### src/pkg/dlt_pkg.sv
// ---------------------------------------------------------------
// shared constants and carriers of the die link status/trace block
// ---------------------------------------------------------------
package dlt_pkg;

  // register word indices (byte address is four times the index)
  localparam logic [2:0] IDX_ACK_WAIT_CTRL  = 3'h1; // ack wait limit control
  localparam logic [2:0] IDX_ERROR_STATUS   = 3'h2; // link_error_status
  localparam logic [2:0] IDX_BUSY_IRQ       = 3'h3; // link_busy_irq_status
  localparam logic [2:0] IDX_ADDR_TRACE     = 3'h4; // transaction_address_trace
  localparam logic [2:0] IDX_DATA_TRACE     = 3'h5; // transaction_data_trace

  // link_error_status field positions
  localparam int BIT_ERROR_SUMMARY = 7;
  localparam int BIT_ACK_FAULT     = 6;
  localparam int BIT_CANCEL        = 5;
  localparam int BIT_TIMEOUT       = 4;
  localparam int BIT_TARGET_ERROR  = 3;
  localparam int BIT_PARITY_FAULT  = 2;
  localparam int BIT_PARITY_HI     = 1;
  localparam int BIT_PARITY_LO     = 0;

  // link_busy_irq_status field positions
  localparam int BIT_TARGET_IRQ    = 7;
  localparam int BIT_BUSY          = 6;

  // transaction_address_trace field positions
  localparam int BIT_DIRECTION     = 15;
  localparam int BIT_BYTE_SIZE     = 14;
  localparam int BIT_NONBLOCKING   = 12;

  // widths and reset values
  localparam int LIMIT_W           = 4;
  localparam logic [7:0]  STATUS_RST = 8'h00;
  localparam logic [15:0] TRACE_RST  = 16'h0000;
  localparam logic [3:0]  LIMIT_RST  = 4'h0;
  localparam logic [7:0]  ALL_HIGH   = 8'hff;
  localparam logic [31:0] RDATA_NONE = 32'h0000_0000;

  // events from the transaction sequencer on the bus clock
  typedef struct packed {
    logic        start;     // pulse: a transaction is requested
    logic        rnw;       // 1 read, 0 write
    logic        sz8;       // 1 byte transfer, 0 halfword
    logic        nonblocking_mode_bit;      // 1 non-blocking window
    logic [7:0]  addr;      // window relative address
    logic [15:0] wdata;     // outgoing write data
    logic        last_xfer; // pulse: last transfer cycle sent
    logic        rd_valid;  // pulse: a read byte has arrived
    logic        rd_hi;     // byte lane of the arriving byte
    logic [7:0]  rd_byte;   // arriving read byte
    logic [1:0]  exp_par;   // parity computed by the initiator
  } dlt_seq_evt_s;

  // answer to the transaction sequencer
  typedef struct packed {
    logic hold_idle; // send idle in place of requested transactions
    logic busy;      // a transaction is in progress
    logic done;      // pulse: acknowledge taken or timeout declared
  } dlt_seq_rsp_s;

endpackage

### src/design/dlt_status_trace.sv
// The Avalon-MM interface to the registers is this design's own decision.
`timescale 1ns/1ns
`default_nettype none

module dlt_status_trace (
  input  wire logic                  clk,
  input  wire logic                  rstn,
  // avalon-mm slave
  input  wire logic [2:0]            avs_address,
  input  wire logic                  avs_read,
  input  wire logic                  avs_write,
  input  wire logic [3:0]            avs_byteenable,
  input  wire logic [31:0]           avs_writedata,
  output logic      [31:0]           avs_readdata,
  output logic                       avs_waitrequest,
  // transaction sequencer
  input  wire dlt_pkg::dlt_seq_evt_s seq_evt,
  output dlt_pkg::dlt_seq_rsp_s      seq_rsp,
  // link pins, asynchronous to clk
  input  wire logic                  link_clk,
  input  wire logic                  link_ack,
  input  wire logic                  link_err,
  input  wire logic [1:0]            link_par,
  input  wire logic [7:0]            link_data,
  input  wire logic                  target_irq_pin,
  // error interrupt
  output logic                       link_error_interrupt
);

  // ---------------------------------------------------------------
  // declarations
  // ---------------------------------------------------------------
  logic [1:0]  lclk_sync_ff;      // link clock synchroniser
  logic        lclk_prev_ff;      // previous synchronised link clock
  logic [1:0]  ack_sync_ff;       // ack line synchroniser
  logic [1:0]  err_sync_ff;       // error line synchroniser
  logic [1:0]  par_meta_ff;       // parity first stage
  logic [1:0]  par_sync_ff;       // parity second stage
  logic [7:0]  data_meta_ff;      // data first stage
  logic [7:0]  data_sync_ff;      // data second stage
  logic [1:0]  irq_sync_ff;       // target irq synchroniser
  logic        wait_ff;           // waitrequest register
  logic [31:0] rdata_ff;          // read data register
  logic [3:0]  limit_ff;          // ack wait limit
  logic        err_sum_ff;        // error summary flag
  logic        ack_fault_ff;      // ack cycle data fault flag
  logic        cancel_ff;         // cancel flag
  logic        timeout_ff;        // ack timeout flag
  logic        terr_ff;           // target error flag
  logic        par_fault_ff;      // parity fault flag
  logic [1:0]  rx_par_ff;         // received parity bits
  logic        busy_ff;           // transaction in progress
  logic        await_ff;          // waiting for acknowledge
  logic [3:0]  wait_cnt_ff;       // link clock waits counted
  logic        done_ff;           // completion pulse
  logic [15:0] adr_trace_ff;      // address trace
  logic [15:0] dat_trace_ff;      // data trace
  logic        irq_out_ff;        // error interrupt register
  logic        lclk_rise;         // link clock rising edge seen
  logic        ack_cycle;         // acknowledge cycle sampled
  logic        wait_timeout;      // wait limit exhausted
  logic        wr_take;           // write takes effect this edge
  logic        rd_take;           // read answered next edge
  logic        clr_errors;        // one written to summary flag
  logic        ev_ack_fault;      // ack fault event
  logic        ev_cancel;         // cancel event
  logic        ev_terr;           // target error event
  logic        ev_par;            // parity fault event
  logic        start_ok;          // transaction accepted for trace
  logic [7:0]  nxt_status;        // status read value
  logic [31:0] nxt_rdata;         // read mux output

  // ---------------------------------------------------------------
  // helpers
  // ---------------------------------------------------------------
  // sticky flag with set winning over clear
  function automatic logic sticky(input logic cur, input logic set, input logic clr);
    sticky = (cur & ~clr) | set;
  endfunction

  // ---------------------------------------------------------------
  // link pin synchronisers
  // ---------------------------------------------------------------
  // two stages before any logic looks at a pin
  always_ff @(posedge clk or negedge rstn)
  begin
    if (!rstn)
    begin
      lclk_sync_ff <= 2'h0;
      lclk_prev_ff <= 1'h0;
      ack_sync_ff  <= 2'h0;
      err_sync_ff  <= 2'h0;
      par_meta_ff  <= 2'h0;
      par_sync_ff  <= 2'h0;
      data_meta_ff <= 8'h00;
      data_sync_ff <= 8'h00;
      irq_sync_ff  <= 2'h0;
    end
    else
    begin
      lclk_sync_ff <= {lclk_sync_ff[0], link_clk};
      lclk_prev_ff <= lclk_sync_ff[1];
      ack_sync_ff  <= {ack_sync_ff[0], link_ack};
      err_sync_ff  <= {err_sync_ff[0], link_err};
      par_meta_ff  <= link_par;
      par_sync_ff  <= par_meta_ff;
      data_meta_ff <= link_data;
      data_sync_ff <= data_meta_ff;
      irq_sync_ff  <= {irq_sync_ff[0], target_irq_pin};
    end
  end

  // edge of the sampled link clock, second stage only
  assign lclk_rise    = lclk_sync_ff[1] & ~lclk_prev_ff;
  // acknowledge sampled on a link clock rise while waiting
  assign ack_cycle    = await_ff & lclk_rise & ack_sync_ff[1];
  // no ack on this rise and the wait budget is spent
  assign wait_timeout = await_ff & lclk_rise & ~ack_sync_ff[1]
                        & (wait_cnt_ff == limit_ff);

  // ---------------------------------------------------------------
  // bus slave strobes
  // ---------------------------------------------------------------
  // a request is answered one cycle after it is seen
  assign rd_take    = avs_read & wait_ff;
  assign wr_take    = avs_write & ~wait_ff;
  assign clr_errors = wr_take & (avs_address == dlt_pkg::IDX_ERROR_STATUS)
                      & avs_byteenable[0]
                      & avs_writedata[dlt_pkg::BIT_ERROR_SUMMARY];

  // waitrequest drops for exactly one cycle per request
  always_ff @(posedge clk or negedge rstn)
  begin
    if (!rstn)
    begin
      wait_ff <= 1'h1;
    end
    else
    begin
      wait_ff <= ~((avs_read | avs_write) & wait_ff);
    end
  end

  // ---------------------------------------------------------------
  // error events
  // ---------------------------------------------------------------
  assign ev_ack_fault = ack_cycle & (data_sync_ff != dlt_pkg::ALL_HIGH);
  assign ev_terr      = ack_cycle & err_sync_ff[1];
  assign ev_par       = ack_cycle & (par_sync_ff != seq_evt.exp_par);
  // a request during a pending error is dropped for idle
  assign ev_cancel    = seq_evt.start & err_sum_ff;
  assign start_ok     = seq_evt.start & ~err_sum_ff;

  // ---------------------------------------------------------------
  // status flags
  // ---------------------------------------------------------------
  // detail flags clear together with the summary flag
  always_ff @(posedge clk or negedge rstn)
  begin
    if (!rstn)
    begin
      err_sum_ff   <= 1'h0;
      ack_fault_ff <= 1'h0;
      cancel_ff    <= 1'h0;
      timeout_ff   <= 1'h0;
      terr_ff      <= 1'h0;
      par_fault_ff <= 1'h0;
    end
    else
    begin
      err_sum_ff   <= sticky(err_sum_ff, ev_ack_fault | ev_cancel | wait_timeout
                             | ev_terr | ev_par, clr_errors);
      ack_fault_ff <= sticky(ack_fault_ff, ev_ack_fault, clr_errors);
      cancel_ff    <= sticky(cancel_ff, ev_cancel, clr_errors);
      timeout_ff   <= sticky(timeout_ff, wait_timeout, clr_errors);
      terr_ff      <= sticky(terr_ff, ev_terr, clr_errors);
      par_fault_ff <= sticky(par_fault_ff, ev_par, clr_errors);
    end
  end

  // parity as received in the acknowledge cycle
  always_ff @(posedge clk or negedge rstn)
  begin
    if (!rstn)
    begin
      rx_par_ff <= 2'h0;
    end
    else if (ack_cycle)
    begin
      rx_par_ff <= par_sync_ff;
    end
  end

  // unmaskable error interrupt follows the summary flag
  always_ff @(posedge clk or negedge rstn)
  begin
    if (!rstn)
    begin
      irq_out_ff <= 1'h0;
    end
    else
    begin
      irq_out_ff <= err_sum_ff;
    end
  end

  // ---------------------------------------------------------------
  // wait limit control register
  // ---------------------------------------------------------------
  always_ff @(posedge clk or negedge rstn)
  begin
    if (!rstn)
    begin
      limit_ff <= dlt_pkg::LIMIT_RST;
    end
    else if (wr_take && avs_address == dlt_pkg::IDX_ACK_WAIT_CTRL && avs_byteenable[0])
    begin
      limit_ff <= avs_writedata[dlt_pkg::LIMIT_W-1:0];
    end
  end

  // ---------------------------------------------------------------
  // busy tracking and acknowledge wait
  // ---------------------------------------------------------------
  // busy from accepted start to ack or timeout
  always_ff @(posedge clk or negedge rstn)
  begin
    if (!rstn)
    begin
      busy_ff     <= 1'h0;
      await_ff    <= 1'h0;
      wait_cnt_ff <= 4'h0;
      done_ff     <= 1'h0;
    end
    else
    begin
      done_ff <= ack_cycle | wait_timeout;
      if (start_ok)
      begin
        busy_ff <= 1'h1;
      end
      else if (ack_cycle || wait_timeout)
      begin
        busy_ff <= 1'h0;
      end
      if (seq_evt.last_xfer && busy_ff)
      begin
        await_ff    <= 1'h1;
        wait_cnt_ff <= 4'h0;
      end
      else if (ack_cycle || wait_timeout)
      begin
        await_ff <= 1'h0;
      end
      else if (await_ff && lclk_rise)
      begin
        wait_cnt_ff <= wait_cnt_ff + 4'h1;
      end
    end
  end

  // ---------------------------------------------------------------
  // trace registers
  // ---------------------------------------------------------------
  // attributes and address captured at start, frozen under error
  always_ff @(posedge clk or negedge rstn)
  begin
    if (!rstn)
    begin
      adr_trace_ff <= dlt_pkg::TRACE_RST;
    end
    else if (start_ok)
    begin
      adr_trace_ff                            <= dlt_pkg::TRACE_RST;
      adr_trace_ff[dlt_pkg::BIT_DIRECTION]    <= seq_evt.rnw;
      adr_trace_ff[dlt_pkg::BIT_BYTE_SIZE]    <= seq_evt.sz8;
      adr_trace_ff[dlt_pkg::BIT_NONBLOCKING]  <= seq_evt.nonblocking_mode_bit;
      adr_trace_ff[7:0]                       <= seq_evt.addr;
    end
  end

  // write data at start, read bytes as they arrive
  always_ff @(posedge clk or negedge rstn)
  begin
    if (!rstn)
    begin
      dat_trace_ff <= dlt_pkg::TRACE_RST;
    end
    else if (start_ok)
    begin
      dat_trace_ff <= seq_evt.rnw ? dlt_pkg::TRACE_RST : seq_evt.wdata;
    end
    else if (seq_evt.rd_valid && busy_ff && !err_sum_ff)
    begin
      // byte lane picked by the sequencer
      if (seq_evt.rd_hi)
      begin
        dat_trace_ff[15:8] <= seq_evt.rd_byte;
      end
      else
      begin
        dat_trace_ff[7:0] <= seq_evt.rd_byte;
      end
    end
  end

  // ---------------------------------------------------------------
  // read mux
  // ---------------------------------------------------------------
  always_comb
  begin
    nxt_status = dlt_pkg::STATUS_RST;
    nxt_status[dlt_pkg::BIT_ERROR_SUMMARY] = err_sum_ff;
    nxt_status[dlt_pkg::BIT_ACK_FAULT]     = ack_fault_ff;
    nxt_status[dlt_pkg::BIT_CANCEL]        = cancel_ff;
    nxt_status[dlt_pkg::BIT_TIMEOUT]       = timeout_ff;
    nxt_status[dlt_pkg::BIT_TARGET_ERROR]  = terr_ff;
    nxt_status[dlt_pkg::BIT_PARITY_FAULT]  = par_fault_ff;
    nxt_status[dlt_pkg::BIT_PARITY_HI]     = rx_par_ff[1];
    nxt_status[dlt_pkg::BIT_PARITY_LO]     = rx_par_ff[0];
    nxt_rdata = dlt_pkg::RDATA_NONE;
    // unmapped words and reserved bits read zero
    case (avs_address)
      dlt_pkg::IDX_ACK_WAIT_CTRL:
      begin
        nxt_rdata[dlt_pkg::LIMIT_W-1:0] = limit_ff;
      end
      dlt_pkg::IDX_ERROR_STATUS:
      begin
        nxt_rdata[7:0] = nxt_status;
      end
      dlt_pkg::IDX_BUSY_IRQ:
      begin
        nxt_rdata[dlt_pkg::BIT_TARGET_IRQ] = irq_sync_ff[1];
        nxt_rdata[dlt_pkg::BIT_BUSY]       = busy_ff;
      end
      dlt_pkg::IDX_ADDR_TRACE:
      begin
        nxt_rdata[15:0] = adr_trace_ff;
      end
      dlt_pkg::IDX_DATA_TRACE:
      begin
        nxt_rdata[15:0] = dat_trace_ff;
      end
      default:
      begin
        nxt_rdata = dlt_pkg::RDATA_NONE;
      end
    endcase
  end

  // read data loaded as waitrequest drops
  always_ff @(posedge clk or negedge rstn)
  begin
    if (!rstn)
    begin
      rdata_ff <= dlt_pkg::RDATA_NONE;
    end
    else if (rd_take)
    begin
      rdata_ff <= nxt_rdata;
    end
  end

  // ---------------------------------------------------------------
  // outputs
  // ---------------------------------------------------------------
  assign avs_readdata         = rdata_ff;
  assign avs_waitrequest      = wait_ff;
  assign link_error_interrupt = irq_out_ff;
  assign seq_rsp.hold_idle    = err_sum_ff;
  assign seq_rsp.busy         = busy_ff;
  assign seq_rsp.done         = done_ff;

endmodule
`default_nettype wire

### config.mk
export PLATFORM = sky130hd
export DESIGN_NAME = dlt_status_trace
export DESIGN_NICKNAME = d
export VERILOG_FILES = /design/src/pkg/dlt_pkg.sv /design/src/design/dlt_status_trace.sv
export SDC_FILE = /design/constraint.sdc
export NUM_CORES = 1
export LEC_CHECK = 0
export ABC_AREA = 1
export BUFFER_PORTS_ARGS = -buffer_cell sky130_fd_sc_hd__buf_4
export CAP_MARGIN = 10
export CORE_MARGIN = 2
export CORE_UTILIZATION = 54
export CTS_CLUSTER_SIZE = 30
export DETAILED_ROUTE_END_ITERATION = 7
export PLACE_DENSITY_LB_ADDON = 0.1
export SLEW_MARGIN = 20
export SYNTH_ARGS = -nofsm -noshare
export SYNTH_HDL_FRONTEND = slang
export SYNTH_SLANG_ARGS = --single-unit
### constraint.sdc
create_clock -name clk -period 3.22 [get_ports clk]
set_input_delay 0.161 -clock clk [delete_from_list [all_inputs] [get_ports clk]]
set_output_delay 0.161 -clock clk [all_outputs]
set_load 0.02 [all_outputs]
==> impl_metrics.py, run 1 <==
metrics = {
    "run_status": {
        "status": "complete, no violations",
    },
    "setup_path": {
        "startpoint": "err_sum_ff",
        "required_ps": 3450,
        "start_kind": "flop",
        "arrival_ps": 2040,
        "worstPathMaxFanout": 22,
        "cp-end-kind": "flop",
        "critPathKind": "flop to flop",
        "worstReg2RegStart": "err_sum_ff",
    },
    "sta": {
        "fmax_mhz": 553,
        "rsz0062_at_grt": "no",
        "max_slew_margin_pct": 52.5,
        "hold_viol_final": 0,
        "worst_pin_slew_ps": 709,
        "setup_tns_ps": 0,
        "clock_skew_ps": 9.05,
        "final.period_utilization_pct": 56.2,
        "final-setup-viol-count": 0,
        "report.final.slew_viol_count": 0,
        "min_period_ps": 1810,
    },
    "finish": {
        "drive_gt1_share_pct": 22.0,
        "fin_cells": 659,
        "final_common_cell": "nand2_1",
        "final_util_pct": 70.5,
        "antenna_cells": 0,
        "layout.nets": 654,
        "final_cell_mix": "nand2_1 (160), dfrtp_1 (92), buf_4 (90)",
        "fillerInstances": 587,
        "area_growth_pct": 27.9,
    },
    "route": {
        "via_per_inst": 4.71,
        "drcViolationCount": 0,
        "drt_iter0_drc": 125,
        "dr.pass1.iters": 4,
        "vias": 3106,
        "post_drt_wl_per_cell_um": 12.6,
        "ant_nets": 0,
        "drt_wl_total_um": 8300,
    },
    "die": {
        "coreArea_um2": 7140,
        "die_y_um": 89.3,
        "die-area_um2": 7980,
        "die_w_um": 89.3,
        "rows": 31,
        "initial_core_util_pct": 55.1,
        "ios": 135,
    },
    "job": {
        "maxCapViolations": 0,
    },
    "global_route": {
        "grt_use_total_pct": 22.7,
        "grt_max_degree": 38,
        "grt_pass1_wl_um": 13500,
        "grt_antenna_before_repair": 0,
        "first_global_vias": 2947,
        "grt.overflow.total": 0,
    },
    "synth": {
        "ys_seq_area_share_pct": 59.2,
        "synth_ff_type": "dfrtp_1",
        "synthArstFlopShare_pct": 100,
        "synthCells": 442,
        "synthDistinctLibCells": 27,
        "yosys.area.top_type": "dfrtp_1",
        "synth_edf_count": 0,
        "synth_warnings": 0,
        "yosys_register_bits": 93,
        "yosysTopAreaCellShare_pct": 58.6,
        "syn_area_um2": 3930,
        "syn_avg_cell_area_um2": 8.89,
        "synth.area.top_cells": "dfrtp_1 (59%), nand2_1 (15%), buf_4 (3.8%)",
    },
    "cts": {
        "path_clk_slew_ps": 100,
        "cts_resized": 0,
        "cts_buffers": 9,
        "post-cts-setup-buffer-count": 0,
        "cts-root-buf": "clkbuf_8",
        "clock_path_buffers": 2,
        "cts_sinks": 93,
        "htreeDepth": 3,
        "clkLatencyLatePin_ps": 360,
        "cts_tree": "done",
    },
    "power_and_ir_drop": {
        "leakagePower_nw": 2.65,
        "irDropWorstVdd_uv": 248,
        "p_per_area_nw_per_um2": 516,
    },
    "hold_path": {
        "holdCritPathClass": "input pin to flop",
        "hold_path_startpoint": "seq_evt[29]",
    },
    "placed_design": {
        "finalWeightedCongestion": 0.795,
        "dp.cells": 617,
        "hpwl_um": 6060,
        "numPortBuffers": 88,
    },
}
-- worst max-delay path, stage by stage (launching register included) --
cell and delay (ps):
dfrtp_1 480, nor2_4 450, inv_2 230, o21ai_2 120
inv_1 200, nand2_1 110, o21ai_0 70
-- synth_stat cells (2+ instances only) --
library cell / number
nand2_1: 160
nor2_2: 3
nand3_1: 13
nand4_1: 7
o21ai_1: 13
buf_6: 3
inv_2: 5
clkbuf_1: 2
a21oi_1: 18
xnor2_1: 2
a31oi_1: 3
buf_4: 20
dfrtp_1: 92
nand3_2: 4
buf_2: 4
nor2_1: 24
o21ai_0: 26
inv_1: 34
-- path summary, 6_finish.rpt --
path,to,slack (ps),depth (start not counted)
max reg2reg,dat_trace_ff[15],1410,6
min reg2reg,data_sync_ff[5],360,0
max,dat_trace_ff[15],1410,6
max in group asynchronous,dat_trace_ff[7],2280,3
min in group asynchronous,data_sync_ff[5],210,2
min,adr_trace_ff[0],20,3
-- final cells by class --
type | instances | area [um2] | share of cell area (%)
Timing Repair Buffer | 116 | 936 | 18.6
Sequential cell | 93 | 2330 | 46.3
Inverter | 40 | 150 | 2.99
Multi-Input combinational cell | 295 | 1300 | 25.8
Tap cell | 99 | 124 | 2.46
Clock inverter | 6 | 55.1 | 1.09
Clock buffer | 10 | 138 | 2.74
-- registers in the layout (all words and copies together) (netlist names), 2 cells and up --
signal / count
ack_sync_ff: 2
rx_par_ff: 2
wait_cnt_ff: 4
adr_trace_ff: 11
data_sync_ff: 8
limit_ff: 4
dat_trace_ff: 16
data_meta_ff: 8
par_meta_ff: 2
par_sync_ff: 2
irq_sync_ff: 2
err_sync_ff: 2
avs_readdata: 16
lclk_sync_ff: 2
-- power by group --
part	total, mW	switching, mW	internal [mW]	leakage, nW
logic	0.448	0.248	0.201	1.42
registers	1.41	0.0939	1.31	1.13
clock network	0.742	0.425	0.317	0.0994
-- routing by layer --
metal | vias to the layer above | global-route usage, % | routed length [um]
met5 | - | 0 | 0
met4 | 0 | 8.14 | 140
met3 | 15 | 6.00 | 486
met2 | 93 | 35.8 | 3870
met1 | 1419 | 30.6 | 3800
li1 | 1579 | - | -
-- stage by stage --
step	hold slack, ps	instance area, um2	worst slack, ps	power (mW)
2_1_floorplan	-135	3990	1970	1.67
3_3_place_gp	55.3	4580	1460	1.84
3_5_place_dp	56.7	4580	1430	1.85
4_1_cts	0.212	5030	1400	2.62
5_1_grt	14.9	5030	1200	2.74
6_report	21.4	5030	1410	2.60
-- what timing repair did --
| item | in CTS | in global routing |
|---|---|---|
| hold endpoints to repair | 44 | 0 |
| setup endpoints to repair | 0 | 0 |
| hold buffers | 26 | 0 |
-- logic make-up (layout without fill, tap and decap cells) --
| group | count (synthesis) | count (layout) | share of synthesized area (%) |
|---|---|---|---|
| buf+inv | 69 | 172 | 9.20 |
| xor+xnor | 3 | 3 | 0.668 |
| simple gates | 214 | 214 | 22.5 |
| other cells | 1 | 16 | 0.0954 |
| flops | 93 | 93 | 59.2 |
| fa+ha+maj | 1 | 1 | 0.318 |
| compound gates | 61 | 61 | 7.96 |
No activity file was read; power rests on OpenSTA's default activity.
==> run 2, diff against run 1 <==
ABC_AREA = 0   (was 1)
CORE_UTILIZATION = 45   (was 54)
clock period = 1.6 ns   (was 3.22 ns; I/O delays follow)
==> run 2 against run 1 <==
Against the previous run:
- utilization decreased by 5.6 points
- synthesized area decreased by 1.0%
- register-to-register slack worse by 1300 ps
- fmax is 18% higher
- via count down 9.8%
- count of clock-buffer cells in the layout down 1
- critical path type unchanged
- largest power group unchanged
==> impl_metrics.py, run 2 <==
metrics = {
    "run_status": {
        "status": "complete, no violations",
    },
    "finish": {
        "fillerInstances": 663,
        "antenna_cells": 0,
        "final_common_cell": "buf_4",
        "area_growth_pct": 38.4,
        "drive_gt1_share_pct": 32.2,
        "layout.nets": 550,
        "multiInputGateArea_um2": 1420,
        "final_cell_mix": "buf_4 (99), dfrtp_1 (92), dlygate4sd3_1 (50)",
        "regArea_um2": 2330,
    },
    "synth": {
        "synth_warnings": 0,
        "yosys_register_bits": 93,
        "synthDistinctLibCells": 41,
        "synthCells": 306,
        "synth_most_common_cell": "dfrtp_1",
        "synth.area.top_cells": "dfrtp_1 (59%), mux2i_1 (6.4%), mux2_2 (6.1%)",
        "synth_edf_count": 0,
        "ys_top_cells_by_count": "dfrtp_1 (92), o21ai_0 (32), mux2i_1 (25), mux2_2 (21), buf_4 (19)",
        "syn_avg_cell_area_um2": 12.7,
        "ys_seq_area_share_pct": 59.8,
        "yosys.area.top_type": "dfrtp_1",
        "synth_ff_type": "dfrtp_1",
        "synthArstFlopShare_pct": 100,
        "syn_area_um2": 3890,
        "yosysTopAreaCellShare_pct": 59.2,
    },
    "die": {
        "rows": 33,
        "coreArea_um2": 8300,
        "die_y_um": 97.0,
        "initial_core_util_pct": 46.9,
        "ios": 135,
        "die-area_um2": 9410,
        "die_w_um": 97.0,
    },
    "power_and_ir_drop": {
        "seqPwrFrac_pct": 51.2,
        "p_sw_share_pct": 31.7,
        "leakagePower_nw": 2.52,
        "p_per_area_nw_per_um2": 1190,
        "power.share.clock_pct": 25.0,
        "p_switching_mw": 2.02,
        "irDropWorstVdd_uv": 629,
        "combPwrFrac_pct": 23.7,
        "power.internal_mw": 4.36,
    },
    "placed_design": {
        "finalWeightedCongestion": 0.825,
        "numPortBuffers": 88,
        "hpwl_um": 5830,
        "place_ws_ps": 73.6,
    },
    "route": {
        "via_per_inst": 4.99,
        "vias": 2802,
        "drt_iter0_drc": 147,
        "drcViolationCount": 0,
        "post_drt_wl_per_cell_um": 15.1,
        "drt_wl_total_um": 8450,
        "dr.pass1.iters": 4,
        "ant_nets": 0,
    },
    "global_route": {
        "grt_pass1_wl_um": 14200,
        "grt_antenna_before_repair": 0,
        "top_usage_layer": "met2",
        "first_global_vias": 2865,
        "grt_use_total_pct": 19.0,
        "grt_max_degree": 42,
        "use_met2_pct": 30.0,
        "gr-usage-met3_pct": 3.47,
        "grt.overflow.total": 0,
        "met1_usage_pct": 25.9,
    },
    "sta": {
        "clock_skew_ps": 11.0,
        "setup_tns_ps": 0,
        "fin_ws_ps": 65.1,
        "min_period_ps": 1530,
        "report.final.slew_viol_count": 0,
        "fmax_mhz": 651,
        "final.period_utilization_pct": 95.9,
        "final-setup-viol-count": 0,
        "hold_viol_final": 0,
    },
    "setup_path": {
        "cp-end-kind": "flop",
        "start_kind": "flop",
        "required_ps": 1900,
        "worstPathMaxFanout": 6,
        "rr_worst_depth": 5,
        "critPathKind": "flop to flop",
        "arrival_ps": 1830,
    },
    "hold_path": {
        "whs_path_depth": 3,
        "holdCritPathClass": "input pin to flop",
    },
    "cts": {
        "path_clk_slew_ps": 110,
        "clkLatencyLatePin_ps": 370,
        "htreeDepth": 3,
        "cts-root-buf": "clkbuf_8",
        "cts_tree": "done",
        "cts_buffers": 9,
        "cts_sinks": 93,
        "clock_path_buffers": 2,
    },
    "job": {
        "maxCapViolations": 0,
    },
}
-- run 2: cell count changes in the layout (fill, tap and decap cells not counted), moves of 9 or more --
| cell | before | now |
|---|---|---|
| mux2i_1 | 0 | 25 |
| a21oi_1 | 18 | 9 |
| nand3b_1 | 0 | 16 |
| buf_4 | 90 | 99 |
| nand2_1 | 160 | 15 |
| mux2_2 | 0 | 21 |
| inv_1 | 34 | 2 |
| dlygate4sd3_1 | 26 | 50 |
| nand3_1 | 13 | 4 |
| o21ai_1 | 13 | 1 |
| nor2_1 | 24 | 5 |
-- run 2: timing repair --
action	in CTS	in global routing
hold buffers	50	0
setup endpoints to repair	0	1
gates resized for setup	0	1
buffers inserted	0	1
hold endpoints to repair	80	0
-- run 2: cells by family after synthesis --
| family | count (synthesis) | share of synthesized area, % |
|---|---|---|
| adder cells (fa/ha/maj) | 1 | 0.321 |
| XOR/XNOR | 7 | 1.77 |
| AO/OA/AOI/OAI | 64 | 10.5 |
| flip-flops | 93 | 59.8 |
| AND/OR/NAND/NOR | 60 | 9.58 |
| buffers and inverters | 34 | 5.34 |
| other | 1 | 0.0964 |
| multiplexers | 46 | 12.5 |
-- run 2: cell type report --
class / instances / area share [%]
Tap cell: 105 / 2.44
Inverter: 2 / 0.139
Clock inverter: 7 / 1.65
Sequential cell: 93 / 43.2
Clock buffer: 9 / 2.30
Multi-Input combinational cell: 194 / 26.4
Timing Repair Buffer: 151 / 23.8
-- run 2: final timing paths --
check | slack (ps) | end | startpoint
worst max-delay path | 70 | wait_cnt_ff[1] | wait_cnt_ff[1]
worst max register to register | 70 | wait_cnt_ff[1] | wait_cnt_ff[1]
max in group asynchronous | 750 | dat_trace_ff[2] | rstn
worst min-delay path | 10 | dat_trace_ff[12] | seq_evt[6]
worst min register to register | 350 | ack_sync_ff[1] | ack_sync_ff[0]
min in group asynchronous | 190 | data_sync_ff[7] | rstn
-- run 2: metrics by stage --
| stage | hold slack (ps) | instance area [um2] | util [%] | total power, mW | std cells |
|---|---|---|---|---|---|
| 2_1_floorplan | -216 | 3950 | - | 4.15 | 321 |
| 3_3_place_gp | 63.6 | 4660 | 56.2 | 4.70 | 494 |
| 3_5_place_dp | 65.8 | 4660 | 56.2 | 4.74 | 494 |
| 4_1_cts | 1.85 | 5380 | 64.8 | 6.45 | 560 |
| 5_1_grt | 16.9 | 5380 | 64.9 | 6.79 | 561 |
| 6_report | 9.59 | 5380 | 64.9 | 6.38 | 561 |
-- run 2: routing by layer --
layer	vias up	routed length (um)
met1	1366	3830
met2	79	4060
met4	0	188
li1	1341	-
met3	16	360
met5	-	0
-- run 2: power groups by stage --
stage	clock [mW]	sequential [mW]	combinational [mW]
final	1.60	3.27	1.52
after CTS	1.65	3.27	1.53
after global placement	0	3.31	1.39
after global routing	1.76	3.34	1.69
after floorplan	0	3.28	0.874
after detailed placement	0	3.32	1.42
-- run 2: critical path, stage by stage, from the launching register on --
cell and delay [ps]:
dfrtp_1 440, xor2_1 190, o41ai_4 510, buf_4 190, nand3_1 60, o21ai_0 70
==> run 3, diff against run 2 <==
--- a/config.mk
+++ b/config.mk
@@ -7,10 +7,11 @@
 export LEC_CHECK = 0
 export ABC_AREA = 0
-export BUFFER_PORTS_ARGS = -buffer_cell sky130_fd_sc_hd__buf_4
+export ABC_CLOCK_PERIOD_IN_PS = 1600
 export CAP_MARGIN = 10
 export CORE_MARGIN = 2
-export CORE_UTILIZATION = 45
+export CORE_UTILIZATION = 55
 export CTS_CLUSTER_SIZE = 30
 export DETAILED_ROUTE_END_ITERATION = 7
+export DONT_BUFFER_PORTS = 1
 export PLACE_DENSITY_LB_ADDON = 0.1
 export SLEW_MARGIN = 20
==> constraint.sdc (replaced) <==
create_clock -name clk -period 1.6 [get_ports clk]
set_input_delay 0.08 -clock clk [delete_from_list [all_inputs] [get_ports clk]]
set_output_delay 0.08 -clock clk [all_outputs]
set_load 0.05 [all_outputs]
==> run 3 against run 2 <==
Against the previous run:
- the flow now finishes with violations (hold timing)
- global-route usage increased by 4.6 points
- fmax increased by 1.3%
- utilization increased by 6.1 points
- wire length decreased by 0.84%
==> impl_metrics.py, run 3 (same netlist as run 2, synthesis figures left out) <==
metrics = {
    "die": {
        "die_w_um": 88.1,
        "die_y_um": 88.1,
        "initial_core_util_pct": 57.0,
        "rows": 30,
        "ios": 135,
        "coreArea_um2": 6830,
        "die-area_um2": 7760,
    },
    "job": {
        "maxCapViolations": 0,
    },
    "sta": {
        "fin_ws_ps": 84.5,
        "min_period_ps": 1520,
        "final-setup-viol-count": 0,
        "fmax_mhz": 660,
        "worst_pin_slew_ps": 525,
        "setup_tns_ps": 0,
        "final.period_utilization_pct": 94.7,
        "report.final.slew_viol_count": 0,
        "max_slew_margin_pct": 64.9,
        "holdWs_ps": -599,
        "clock_skew_ps": 8.98,
        "rsz0062_at_grt": "yes",
        "hold_viol_final": 94,
    },
    "placed_design": {
        "numPortBuffers": 0,
        "hpwl_um": 5350,
        "placed_cell_area_um2": 4030,
        "place_ws_ps": 89.8,
        "finalWeightedCongestion": 0.836,
    },
    "setup_path": {
        "critPathKind": "flop to flop",
        "cp-end-kind": "flop",
        "crit_buf_inv": 1,
        "crit_family": "flip-flops",
        "slowest_stage": "dfrtp_2",
        "worstPathMaxFanout": 8,
        "required_ps": 1830,
        "worst_path_largest_cell_delay_ps": 470,
        "arrival_ps": 1750,
        "start_kind": "flop",
        "worstPathCellList": "nor4bb_2 > buf_4 > mux2i_1 > o21ai_0",
    },
    "power_and_ir_drop": {
        "p_per_area_nw_per_um2": 1320,
        "irDropWorstVdd_uv": 810,
        "leakagePower_nw": 2.18,
    },
    "finish": {
        "multiInputGateArea_um2": 1420,
        "fin_area_um2": 4850,
        "drive_gt1_share_pct": 18.3,
        "final_cell_mix": "dfrtp_1 (91), dlygate4sd3_1 (59), o21ai_0 (32)",
        "final_util_pct": 70.9,
        "area_growth_pct": 24.5,
        "layout.nets": 482,
        "final_common_cell": "dfrtp_1",
        "antenna_cells": 0,
        "fillerInstances": 508,
        "regArea_um2": 2330,
    },
    "global_route": {
        "grt_antenna_before_repair": 0,
        "grt_max_degree": 94,
        "grt_pass1_wl_um": 13400,
        "first_global_vias": 2645,
        "grt_use_total_pct": 23.6,
        "grt.overflow.total": 0,
    },
    "route": {
        "dr.pass1.iters": 4,
        "post_drt_wl_per_cell_um": 17.3,
        "drt_iter0_drc": 85,
        "drcViolationCount": 0,
        "drt_wl_total_um": 8380,
        "vias": 2586,
        "via_per_inst": 5.34,
        "ant_nets": 0,
    },
    "run_status": {
        "status": "finished, violations left",
        "violations": "hold timing",
    },
    "cts": {
        "clock_path_buffers": 2,
        "cts_buffers": 9,
        "hold_buffers": 59,
        "cts_sinks": 93,
        "path_clk_slew_ps": 100,
        "cts-root-buf": "clkbuf_8",
        "htreeDepth": 3,
        "cts_tree": "done",
        "clkLatencyLatePin_ps": 360,
    },
    "hold_path": {
        "holdCritPathClass": "input pin to asynchronous set/reset pin",
    },
}
==> run 3: cell types whose count changed in the layout (fill, tap and decap cells not counted), sizes merged <==
cell / before / now
buf: 101 / 24
dlygate4sd3: 50 / 59
inv: 6 / 7
clkinv: 3 / 2
==> run 3: path summary, 6_finish.rpt <==
kind / start / end / slack, ps / depth (start not counted)
max: err_sum_ff / dat_trace_ff[7] / 80 / 4
max in group asynchronous: rstn / avs_waitrequest / 2010 / 0
min: rstn / wait_cnt_ff[2] / -600 / 0
max reg2reg: err_sum_ff / dat_trace_ff[7] / 80 / 4
min reg2reg: irq_sync_ff[0] / irq_sync_ff[1] / 350 / 0
min in group clk: seq_evt[3] / dat_trace_ff[1] / -10 / 2
==> run 3: routing by layer <==
layer | routed length [um] | up-vias | track usage (%)
met4 | 116 | 0 | 6.06
met3 | 524 | 10 | 7.45
met5 | 0 | - | 0
met2 | 4110 | 81 | 37.9
li1 | - | 1208 | -
met1 | 3620 | 1287 | 31.6
==> run 3: final cells by class <==
type,instances,share of cell area (%)
sequential,93,48.1
multi-input combinational,194,29.3
timing repair buffer,83,15.9
clock buffer,9,2.56
tap,96,2.48
clock inverter,7,1.52
inverter,2,0.155
==> run 3: power by group <==
| part | switching [mW] | internal, mW | leakage [nW] |
|---|---|---|---|
| clock | 0.927 | 0.619 | 0.101 |
| sequential | 0.528 | 2.90 | 1.14 |
| combinational | 0.731 | 0.682 | 0.939 |
==> run 3: worst register-to-register path, stage by stage, from the launching register on <==
cell      delay, ps
dfrtp_2         470
nor4bb_2        300
buf_4           240
mux2i_1         250
o21ai_0         130
==> run 3: what timing repair did <==
item	CTS	global route
hold endpoints to repair	152	93
setup endpoints to repair	0	4
setup buffers	0	4
resized for setup	0	1
==> run 3: per-stage QoR <==
stage	total power, mW	instances
CTS	6.37	480
global placement	4.66	405
floorplan	4.40	321
finish	6.39	484
global route	6.76	484
detailed placement	4.71	405
